===== config.mk =====
export PLATFORM = sky130hd
export DESIGN_NAME = motor_speed_command_mux
export DESIGN_NICKNAME = d
export VERILOG_FILES = /design/src/motor_speed_pkg.sv /design/src/motor_speed_command_mux.sv
export SDC_FILE = /design/constraint.sdc
export NUM_CORES = 2
export LEC_CHECK = 0
export ABC_AREA = 1
export BUFFER_PORTS_ARGS = -buffer_cell sky130_fd_sc_hd__buf_4
export CORE_MARGIN = 2
export CORE_UTILIZATION = 52
export DETAILED_ROUTE_END_ITERATION = 10
export PLACE_DENSITY = 0.78
export SYNTH_ARGS = -nofsm -noshare
export SYNTH_HDL_FRONTEND = slang
export SYNTH_SLANG_ARGS = --single-unit

===== constraint.sdc =====
create_clock -name I_MCLK -period 11.1 [get_ports I_MCLK]
set_clock_uncertainty 0.2 [all_clocks]
set_input_delay 3.33 -clock I_MCLK [delete_from_list [all_inputs] [get_ports I_MCLK]]
set_output_delay 3.33 -clock I_MCLK [all_outputs]
set_load 0.01 [all_outputs]

===== src/motor_speed_pkg.sv =====
// Purpose: Shared constants and types for the speed-command front end.
// Assumes: 200 MHz core clock; register port with 8-bit byte address.
// Notes: Fractions are 13-bit, with 13'h1000 standing for 100 percent.
// Function
// RQ1: Turn a gate on only after the opposite gate sensed off.
// RQ2: Open loop maps command to target duty, clamped at minimum floor.
// RQ3: Speed loop scales command by full-scale speed, floor-clamped.
// RQ4: Power loop scales command by full-scale power, floor-clamped.
// RQ5: Command below stop threshold zeroes setpoint and stops the motor.
// RQ6: Applied duty settles at target or loop output; ramp shapes transients.
// RQ7: Analog source gives zero command at or below standby entry.
// RQ8: Analog command rises linearly above exit level, clamps at 100 percent.
// RQ9: PWM source measures input duty; zero at entry, linear above exit.
// RQ10: Input PWM range is selectable, independent of output switching.
// RQ11: Host sets sleep delay longer than input PWM low time.
// RQ12: Serial source uses the host-written serial speed register directly.
// RQ13: Serial mode sleeps when pin low after serial zero past delay.
// RQ14: Serial mode wakes when pin exceeds sleep exit level.
// RQ15: Serial mode stays standby for small serial speed with pin high.
// RQ16: Frequency source counts input edges; zero at entry, linear above.
// RQ17: Frequency command reaches and clamps at 100 percent at maximum.
// RQ18: Sleep or standby while setpoint zero; start once it is nonzero.
// RQ19: Linear mapping is fixed-point, saturating, updated every window.
// RQ20: Hysteresis between entry and exit keeps previous run decision.
package motor_speed_pkg;
  localparam int CLK_MHZ = 200;
  localparam logic [7:0] OFS_CTRL = 8'h00;
  localparam logic [7:0] OFS_SB_ENTRY = 8'h04;
  localparam logic [7:0] OFS_SB_EXIT = 8'h08;
  localparam logic [7:0] OFS_GAIN = 8'h0c;
  localparam logic [7:0] OFS_STOP_THR = 8'h10;
  localparam logic [7:0] OFS_MIN_DUTY = 8'h14;
  localparam logic [7:0] OFS_MAX_SPEED = 8'h18;
  localparam logic [7:0] OFS_MAX_POWER = 8'h1c;
  localparam logic [7:0] OFS_SERIAL_SPEED = 8'h20;
  localparam logic [7:0] OFS_SLEEP_TIME = 8'h24;
  localparam logic [7:0] OFS_SLEEP_LEVELS = 8'h28;
  localparam logic [7:0] OFS_RAMP_STEP = 8'h2c;
  localparam logic [7:0] OFS_STATUS = 8'h30;
  localparam logic [7:0] OFS_SETPOINT = 8'h34;
  localparam int CTRL_SRC_LSB = 0;
  localparam int CTRL_LOOP_LSB = 2;
  localparam int CTRL_RANGE_LSB = 4;
  localparam int CTRL_SURGE_BIT = 6;
  localparam int LEVEL_EXIT_LSB = 16;
  localparam int STATE_LSB = 16;
  localparam int FRAC_SHIFT = 12;
  localparam logic [12:0] DUTY_FULL = 13'h1000;
  localparam logic [31:0] CTRL_RST = 32'h0000_0000;
  localparam logic [15:0] SB_ENTRY_RST = 16'h0080;
  localparam logic [15:0] SB_EXIT_RST = 16'h0100;
  localparam logic [15:0] GAIN_RST = 16'h1000;
  localparam logic [12:0] STOP_THR_RST = 13'h0040;
  localparam logic [12:0] MIN_DUTY_RST = 13'h0100;
  localparam logic [15:0] MAX_SPEED_RST = 16'h0fa0;
  localparam logic [15:0] MAX_POWER_RST = 16'h0064;
  localparam logic [31:0] SLEEP_TIME_RST = 32'h0001_0000;
  localparam logic [11:0] SLEEP_ENTRY_RST = 12'h020;
  localparam logic [11:0] SLEEP_EXIT_RST = 12'h040;
  localparam logic [12:0] RAMP_STEP_RST = 13'h0010;
  localparam logic [19:0] PWM_WIN_CYC = 20'h01000;
  localparam int FREQ_GATE_US = 1000;
  localparam int FREQ_GATE_CYC = FREQ_GATE_US * CLK_MHZ;
  typedef enum logic [1:0] {
    SRC_ANALOG = 2'b00, SRC_PWM = 2'b01, SRC_SERIAL = 2'b10, SRC_FREQ = 2'b11
  } source_e;
  typedef enum logic [1:0] {
    LOOP_OPEN = 2'b00, LOOP_SPEED = 2'b01, LOOP_POWER = 2'b10,
    LOOP_RSVD = 2'b11
  } loop_e;
  typedef enum logic [1:0] {
    ST_SLEEP = 2'b00, ST_STANDBY = 2'b01, ST_RUN = 2'b10
  } motor_state_e;
  typedef struct packed {
    logic [2:0] hs;
    logic [2:0] ls;
  } gate_s;
endpackage


===== src/motor_speed_command_mux.sv =====
// Purpose: Speed source mux, command mapping, setpoint, state, gate interlock.
// Assumes: Inputs synchronous to I_MCLK; speed pin level digitised by an ADC.
// Notes: Software supplies the linear gain so no divider is needed.
//
// Design decisions made here: the placing of the registers and the strobed register port.
`timescale 1ns/1ps
module motor_speed_command_mux #(
  parameter int FREQ_WIN_CYC = motor_speed_pkg::FREQ_GATE_CYC
) (
  input wire logic I_MCLK,
  input wire logic I_RST_N,
  input wire logic [7:0] I_ADDR,
  input wire logic [31:0] I_WR_DATA,
  input wire logic I_WR,
  input wire logic I_RD,
  output logic [31:0] O_RD_DATA,
  input wire logic [11:0] I_SPEED_LEVEL,
  input wire logic I_SPEED_PIN,
  input wire logic [12:0] I_LOOP_DUTY,
  input wire motor_speed_pkg::gate_s I_GATE_REQ,
  input wire motor_speed_pkg::gate_s I_VGS_OFF,
  output motor_speed_pkg::gate_s O_GATE,
  output logic [12:0] O_DUTY_CMD,
  output logic [15:0] O_SETPOINT,
  output logic [12:0] O_DUTY_OUT,
  output motor_speed_pkg::motor_state_e O_STATE
);
  import motor_speed_pkg::*;

  logic [31:0] ctrl_reg;
  logic [15:0] sb_entry_reg, sb_exit_reg, gain_reg;
  logic [12:0] stop_thr_reg, min_duty_reg, ramp_step_reg, serial_reg;
  logic [15:0] max_speed_reg, max_power_reg;
  logic [31:0] sleep_time_reg;
  logic [11:0] sleep_entry_reg, sleep_exit_reg;
  logic [31:0] rd_reg;
  source_e src;
  loop_e loop_mode;
  logic [1:0] range;
  logic [19:0] win_cnt_reg, high_cnt_reg, win_len;
  logic [15:0] edge_cnt_reg, meas_reg;
  logic pin_prev_reg;
  logic running_reg, running_next;
  logic [15:0] x_in;
  logic [12:0] cmd_reg, cmd_next;
  logic [15:0] setpoint_reg, setpoint_next;
  logic [12:0] duty_out_reg, duty_goal;
  logic [31:0] sleep_cnt_reg;
  logic zero_input, sleep_go, wake;
  motor_state_e state_reg, state_next;
  gate_s gate_reg, gate_next;

  assign src = source_e'(ctrl_reg[CTRL_SRC_LSB +: 2]);
  assign loop_mode = loop_e'(ctrl_reg[CTRL_LOOP_LSB +: 2]);
  assign range = ctrl_reg[CTRL_RANGE_LSB +: 2];

  // Saturating fixed-point line: zero at base, full scale clamp on top
  function automatic logic [12:0] lin_map(input logic [15:0] x,
      input logic [15:0] base, input logic [15:0] gain);
    logic [31:0] p;
    p = 32'h0;
    if (x <= base) begin
      return 13'h0;
    end
    p = {16'h0, x - base} * {16'h0, gain};
    if (p[31:FRAC_SHIFT] >= {7'h0, DUTY_FULL}) begin
      return DUTY_FULL;
    end
    return p[FRAC_SHIFT +: 13];
  endfunction

  // Scales a fraction of full command by a full-scale quantity
  function automatic logic [15:0] scale(input logic [12:0] frac,
      input logic [15:0] full);
    logic [31:0] p;
    p = {19'h0, frac} * {16'h0, full};
    return p[FRAC_SHIFT +: 16];
  endfunction

  always_ff @(posedge I_MCLK or negedge I_RST_N) begin
    if (!I_RST_N) begin
      ctrl_reg <= CTRL_RST;
      sb_entry_reg <= SB_ENTRY_RST;
      sb_exit_reg <= SB_EXIT_RST;
      gain_reg <= GAIN_RST;
      stop_thr_reg <= STOP_THR_RST;
      min_duty_reg <= MIN_DUTY_RST;
      max_speed_reg <= MAX_SPEED_RST;
      max_power_reg <= MAX_POWER_RST;
      serial_reg <= 13'h0;
      sleep_time_reg <= SLEEP_TIME_RST;
      sleep_entry_reg <= SLEEP_ENTRY_RST;
      sleep_exit_reg <= SLEEP_EXIT_RST;
      ramp_step_reg <= RAMP_STEP_RST;
    end else if (I_WR) begin
      unique case (I_ADDR)
        OFS_CTRL: ctrl_reg <= {25'h0, I_WR_DATA[6:0]};
        OFS_SB_ENTRY: sb_entry_reg <= I_WR_DATA[15:0];
        OFS_SB_EXIT: sb_exit_reg <= I_WR_DATA[15:0];
        OFS_GAIN: gain_reg <= I_WR_DATA[15:0];
        OFS_STOP_THR: stop_thr_reg <= I_WR_DATA[12:0];
        OFS_MIN_DUTY: min_duty_reg <= I_WR_DATA[12:0];
        OFS_MAX_SPEED: max_speed_reg <= I_WR_DATA[15:0];
        OFS_MAX_POWER: max_power_reg <= I_WR_DATA[15:0];
        // RQ12 host serial speed
        OFS_SERIAL_SPEED: serial_reg <= I_WR_DATA[12:0];
        OFS_SLEEP_TIME: sleep_time_reg <= I_WR_DATA;
        OFS_SLEEP_LEVELS: begin
          sleep_entry_reg <= I_WR_DATA[11:0];
          sleep_exit_reg <= I_WR_DATA[LEVEL_EXIT_LSB +: 12];
        end
        OFS_RAMP_STEP: ramp_step_reg <= I_WR_DATA[12:0];
        default: ;
      endcase
    end
  end

  // Read data valid only in the cycle after the strobe; unmapped reads zero
  always_ff @(posedge I_MCLK or negedge I_RST_N) begin
    if (!I_RST_N) begin
      rd_reg <= 32'h0;
    end else if (!I_RD) begin
      rd_reg <= 32'h0;
    end else begin
      unique case (I_ADDR)
        OFS_CTRL: rd_reg <= ctrl_reg;
        OFS_SB_ENTRY: rd_reg <= {16'h0, sb_entry_reg};
        OFS_SB_EXIT: rd_reg <= {16'h0, sb_exit_reg};
        OFS_GAIN: rd_reg <= {16'h0, gain_reg};
        OFS_STOP_THR: rd_reg <= {19'h0, stop_thr_reg};
        OFS_MIN_DUTY: rd_reg <= {19'h0, min_duty_reg};
        OFS_MAX_SPEED: rd_reg <= {16'h0, max_speed_reg};
        OFS_MAX_POWER: rd_reg <= {16'h0, max_power_reg};
        OFS_SERIAL_SPEED: rd_reg <= {19'h0, serial_reg};
        OFS_SLEEP_TIME: rd_reg <= sleep_time_reg;
        OFS_SLEEP_LEVELS:
          rd_reg <= {4'h0, sleep_exit_reg, 4'h0, sleep_entry_reg};
        OFS_RAMP_STEP: rd_reg <= {19'h0, ramp_step_reg};
        OFS_STATUS: rd_reg <= {14'h0, state_reg, 3'h0, cmd_reg};
        OFS_SETPOINT: rd_reg <= {16'h0, setpoint_reg};
        default: rd_reg <= 32'h0;
      endcase
    end
  end

  // RQ10 range selects window
  // Longer windows accept slower input waves at the cost of update rate
  always_comb begin
    if (src == SRC_FREQ) begin
      win_len = 20'(FREQ_WIN_CYC) << range;
    end else begin
      win_len = PWM_WIN_CYC << range;
    end
  end

  // RQ9 duty and RQ16 frequency measured over one window
  always_ff @(posedge I_MCLK or negedge I_RST_N) begin
    if (!I_RST_N) begin
      win_cnt_reg <= 20'h0;
      high_cnt_reg <= 20'h0;
      edge_cnt_reg <= 16'h0;
      meas_reg <= 16'h0;
      pin_prev_reg <= 1'b0;
    end else begin
      pin_prev_reg <= I_SPEED_PIN;
      if (win_cnt_reg >= win_len - 20'h1) begin
        win_cnt_reg <= 20'h0;
        high_cnt_reg <= 20'h0;
        edge_cnt_reg <= 16'h0;
        // Closing sample counts too, so a steady high pin reads full scale
        if (src == SRC_FREQ) begin
          meas_reg <= edge_cnt_reg + {15'h0, I_SPEED_PIN & ~pin_prev_reg};
        end else begin
          meas_reg <= 16'((high_cnt_reg + {19'h0, I_SPEED_PIN}) >> range);
        end
      end else begin
        win_cnt_reg <= win_cnt_reg + 20'h1;
        high_cnt_reg <= high_cnt_reg + {19'h0, I_SPEED_PIN};
        edge_cnt_reg <= edge_cnt_reg + {15'h0, I_SPEED_PIN & ~pin_prev_reg};
      end
    end
  end

  always_comb begin
    unique case (src)
      SRC_ANALOG: x_in = {4'h0, I_SPEED_LEVEL};
      SRC_SERIAL: x_in = {3'h0, serial_reg};
      SRC_PWM, SRC_FREQ: x_in = meas_reg;
    endcase
  end

  // RQ20 entry exit hysteresis
  always_comb begin
    running_next = running_reg;
    if (x_in <= sb_entry_reg) begin
      running_next = 1'b0;
    end else if (x_in >= sb_exit_reg) begin
      running_next = 1'b1;
    end
  end

  // RQ7 RQ8 RQ17 mapping
  always_comb begin
    cmd_next = 13'h0;
    if (src == SRC_SERIAL) begin
      // RQ15 serial standby band
      cmd_next = (x_in <= sb_entry_reg) ? 13'h0 : serial_reg;
    end else if (running_next) begin
      // RQ19 saturating fixed point
      cmd_next = lin_map(x_in, sb_exit_reg, gain_reg);
    end
    // RQ14 serial speed only after wake
    if (src == SRC_SERIAL && state_reg == ST_SLEEP && !wake) begin
      cmd_next = 13'h0;
    end
  end

  always_ff @(posedge I_MCLK or negedge I_RST_N) begin
    if (!I_RST_N) begin
      running_reg <= 1'b0;
      cmd_reg <= 13'h0;
    end else begin
      running_reg <= running_next;
      cmd_reg <= cmd_next;
    end
  end

  // RQ5 stop threshold, RQ2 RQ3 RQ4 floor clamp and scaling
  always_comb begin
    logic [12:0] frac;
    frac = (cmd_reg <= min_duty_reg) ? min_duty_reg : cmd_reg;
    unique case (loop_mode)
      LOOP_SPEED: setpoint_next = scale(frac, max_speed_reg);
      LOOP_POWER: setpoint_next = scale(frac, max_power_reg);
      default: setpoint_next = {3'h0, frac};
    endcase
    if (cmd_reg < stop_thr_reg) begin
      setpoint_next = 16'h0;
    end
  end

  always_ff @(posedge I_MCLK or negedge I_RST_N) begin
    if (!I_RST_N) begin
      setpoint_reg <= 16'h0;
    end else begin
      setpoint_reg <= setpoint_next;
    end
  end

  // RQ13 sleep delay timer
  assign zero_input = (src == SRC_SERIAL) ? (serial_reg == 13'h0)
                                          : (cmd_reg == 13'h0);
  assign sleep_go = (sleep_cnt_reg > sleep_time_reg) &&
      (src != SRC_SERIAL || I_SPEED_LEVEL < sleep_entry_reg);
  assign wake = I_SPEED_LEVEL > sleep_exit_reg;

  always_ff @(posedge I_MCLK or negedge I_RST_N) begin
    if (!I_RST_N) begin
      sleep_cnt_reg <= 32'h0;
    end else if (!zero_input) begin
      sleep_cnt_reg <= 32'h0;
    end else if (sleep_cnt_reg != 32'hffff_ffff) begin
      sleep_cnt_reg <= sleep_cnt_reg + 32'h1;
    end
  end

  // RQ18 state follows setpoint
  always_comb begin
    state_next = state_reg;
    unique case (state_reg)
      ST_RUN: begin
        if (setpoint_reg == 16'h0) state_next = ST_STANDBY;
      end
      ST_STANDBY: begin
        if (setpoint_reg != 16'h0) state_next = ST_RUN;
        else if (sleep_go) state_next = ST_SLEEP;
      end
      ST_SLEEP: begin
        // RQ14 serial wake level
        if (src == SRC_SERIAL) begin
          if (wake) state_next = ST_STANDBY;
        end else if (setpoint_reg != 16'h0) begin
          state_next = ST_RUN;
        end
      end
      default: state_next = ST_STANDBY;
    endcase
  end

  always_ff @(posedge I_MCLK or negedge I_RST_N) begin
    if (!I_RST_N) begin
      state_reg <= ST_STANDBY;
    end else begin
      state_reg <= state_next;
    end
  end

  // RQ6 duty ramps toward its steady goal
  // Surge guard limits falls too, so braking energy cannot pump the bus
  assign duty_goal = (state_reg != ST_RUN) ? 13'h0 :
      (loop_mode == LOOP_OPEN) ? setpoint_reg[12:0] : I_LOOP_DUTY;

  always_ff @(posedge I_MCLK or negedge I_RST_N) begin
    if (!I_RST_N) begin
      duty_out_reg <= 13'h0;
    end else if (duty_goal > duty_out_reg) begin
      if (ramp_step_reg == 13'h0 || duty_goal - duty_out_reg <= ramp_step_reg)
        duty_out_reg <= duty_goal;
      else
        duty_out_reg <= duty_out_reg + ramp_step_reg;
    end else if (duty_goal < duty_out_reg) begin
      if (!ctrl_reg[CTRL_SURGE_BIT] || ramp_step_reg == 13'h0 ||
          duty_out_reg - duty_goal <= ramp_step_reg)
        duty_out_reg <= duty_goal;
      else
        duty_out_reg <= duty_out_reg - ramp_step_reg;
    end
  end

  // RQ1 gate interlock
  always_comb begin
    gate_next.hs = I_GATE_REQ.hs & ~I_GATE_REQ.ls & ~gate_reg.ls & I_VGS_OFF.ls;
    gate_next.ls = I_GATE_REQ.ls & ~I_GATE_REQ.hs & ~gate_reg.hs & I_VGS_OFF.hs;
  end

  always_ff @(posedge I_MCLK or negedge I_RST_N) begin
    if (!I_RST_N) begin
      gate_reg <= '0;
    end else begin
      gate_reg <= gate_next;
    end
  end

  assign O_RD_DATA = rd_reg;
  assign O_DUTY_CMD = cmd_reg;
  assign O_SETPOINT = setpoint_reg;
  assign O_DUTY_OUT = duty_out_reg;
  assign O_STATE = state_reg;
  assign O_GATE = gate_reg;
endmodule


==> flow_summary.yaml <==
place:
  port_buffers: 163
  dp_slack_ns: -0.3650
  dp.cells: 7154
  dp_hpwl_mm: 122.9
  routabilityCongestion: 1.034
logic_synthesis:
  netlist_instances: 5901
  synth_top_area_share_pct: 22.02
  async_flop_share_pct: 100.0
  synth_edf_count: 0
  netlist_area_um2: 45630
  syn_area_per_cell_um2: 7.733
  yosysWarnings: 0
  synth_seq_area_share_pct: 20.95
  synth_area_leader_cell: "fa_1"
  synthesis.nets: 6933
  synth-seq-cells: 381
  synth_cell_types: 66
  synthFlopType: "dfrtp_1"
  netlist_top_cells_area: "fa_1 (22%), dfrtp_1 (20%), ha_1 (12%)"
floorplanning:
  die_area_um2: 90140
  io_pins: 164
  start_util_pct: 52.52
  core_area_um2: 86890
  die_h_um: 300.2
  row_count: 108
  fp.dieW_um: 300.2
flow_run:
  cap_violations: 0
layout:
  areaGrowthSynthToFinish_pct: 10.44
  nets: 7080
  drive_above_1_share_pct: 8.729
  final-instance-count-excl-fill: 7239
sta:
  setup_viol: 0
  finalCriticalPeriod_ns: 10.69
  fin_crit_sh_pct: 96.27
  worst_pin_slew_ns: 1.296
  relSlewSlack_pct: 13.50
  slew_violations: 0
  final-hold-violation-count: 0
  max_freq_ghz: 0.09358
  setup_ws_ns: 0.4145
  tns_ns: 0
  hold-worst-slack_ns: 0.2357
clocking:
  cts_max_path_buffers: 3
  htreeDepth: 2
  clk_latency_ns: 0.61
  clock-root-buffer: "clkbuf_16"
  cts.sinks: 381
  numCtsBuffers: 43
  path_clk_slew_ns: 0.06
  cts_tree: "yes"
grt:
  grt_max_degree: 161
  grt_pass1_wl_mm: 238.8
  track_usage_pct: 34.60
  antenna_found_initial: 13
  grt_pass1_vias: 41127
  grt_overflow: 0
critical_path:
  worst-path-buf-inv: 12
  crit_top_cell: "nand2_1"
  crit_path_max_incr_delay_ns: 0.56
  path_class: "in -> reg"
  critPathTopFamily: "adder cells"
  end_kind: "flip-flop"
  start_kind: "input port"
  crit_slowest_cell: "fa_1"
  critPathMaxFanout: 6
  cp_data_arrival_time_ns: 10.95
  cp.required_ns: 11.37
drt:
  firstDrtPassIters: 8
  routed_via_density: 5.780
  ant_nets: 0
  drt-total-wl_mm: 155.8
  vias: 41843
  avgRoutedWirePerCell_um: 21.52
  drt_iter0_markers: 4578
  drc: 0
power_and_ir_drop:
  power_leakage_uw: 0.02524
  power.density_nw_per_um2: 163.1
  ir_drop_v: 0.0002170
hold_path:
  hold_class: "reg -> reg"
outcome:
  status: "finished clean"
## cell usage after synthesis (5+ instances only)
cell type / number
buf_2: 24
inv_1: 1137
nor4_1: 27
a21oi_1: 313
nand4_1: 34
a221oi_1: 28
nand3_1: 156
o21a_1: 19
clkinv_1: 15
nor3_2: 7
or2_2: 15
a31oi_1: 33
o21ai_0: 386
nor2_1: 546
a2111oi_0: 5
o22ai_1: 69
nand3b_1: 6
o2111ai_1: 6
nor3_1: 86
nand2_2: 17
nor3b_1: 8
nand2_1: 1178
clkbuf_1: 169
o221ai_1: 13
nor2_2: 9
a211oi_1: 10
ha_1: 448
xnor2_1: 32
a21o_1: 18
a21boi_0: 13
o31ai_1: 7
xor2_1: 76
dfstp_2: 19
buf_1: 13
o21bai_1: 10
fa_1: 502
nand3_2: 6
o211ai_1: 19
dfrtp_1: 362
o21ai_1: 8
inv_2: 11
o21ai_2: 6
## report_power, final
| part | switching (µW) | total, µW | internal [µW] | leakage [µW] |
|---|---|---|---|---|
| clock | 649 | 1580 | 930 | 0.000755 |
| sequential | 212 | 1720 | 1510 | 0.00503 |
| combinational | 3370 | 4920 | 1550 | 0.0195 |
## placed cells by master, fill, tap and decap left out, types with 18 or more instances in the layout
cell type  netlist  layout
a21o_1          18      18
clkbuf_16        0      44
buf_4            2     308
xnor2_1         32      32
nand2_1       1178    1175
dfstp_2         19      19
nor2_1         546     542
xor2_1          76      76
nand2_2         17      20
o22ai_1         69      67
fa_1           502     500
inv_1         1137    1134
o21ai_0        386     380
nor3_1          86      85
o21a_1          19      19
nand4_1         34      34
nand3_1        156     155
nor4_1          27      26
dfrtp_1        362     362
a21oi_1        313     302
a31oi_1         33      31
ha_1           448     444
a221oi_1        28      26
o211ai_1        19      19
## kinds of logic (layout without fill, tap and decap cells)
kind of cell / Yosys count / count (layout) / synth area share (%)
compound gates: 980 / 980 / 12.23
fa+ha+maj: 950 / 950 / 34.31
buf+inv: 1374 / 1556 / 11.42
flops: 381 / 381 / 20.95
xor+xnor: 108 / 108 / 2.073
simple gates: 2108 / 2108 / 19.02
other cells: 0 / 1 / 0
## layer usage
layer / global-route usage [%] / part of all wire (%)
met1: 46.31 / 39
met2: 51.56 / 43
met3: 8.960 / 11
met4: 18.48 / 6.4
met5: 0 / 0.073
## cell type report
cell class	count	area, µm²
fillers	7919	36490
multi-input cells	4146	31060
flip-flops and latches	381	9558
inverters	1163	4365
repair buffers	313	2412
well taps	1155	1445
clock buffers	58	1192
clock inverters	22	362.8
diodes	1	2.502
## stage by stage
step	area (µm²)	power, µW	util [%]
after floorplan	45630	4802	-
after global placement	48600	6355	55.93
after detailed placement	48600	6439	55.93
after CTS	50150	8040	57.72
after global routing	50390	8753	58.00
final	50400	8218	58.00
## worst paths after layout
check | start | to | slack, ns | cells after the start
hold / removal | O_GATE[1]$_DFF_PN0_ | O_GATE[4]$_DFF_PN0_ | 0.24 | 1
setup reg to reg | ctrl_reg[0]$_DFFE_PN0P_ | O_DUTY_CMD[12]$_DFF_PN0_ | 1.96 | 46
max in group asynchronous | I_RST_N | O_DUTY_CMD[11]$_DFF_PN0_ | 6.63 | 2
setup / recovery | I_SPEED_LEVEL[0] | O_DUTY_CMD[12]$_DFF_PN0_ | 0.41 | 44
min in group asynchronous | I_RST_N | O_DUTY_OUT[3]$_DFFE_PN0P_ | 2.48 | 1
hold reg to reg | O_GATE[1]$_DFF_PN0_ | O_GATE[4]$_DFF_PN0_ | 0.24 | 1
## timing repair
action	CTS	global route
hold buffers	0	0
endpoints found under the setup margin	0	13
setup buffers	0	3
gates resized for setup	0	47
No activity file was read; power rests on OpenSTA's default activity.
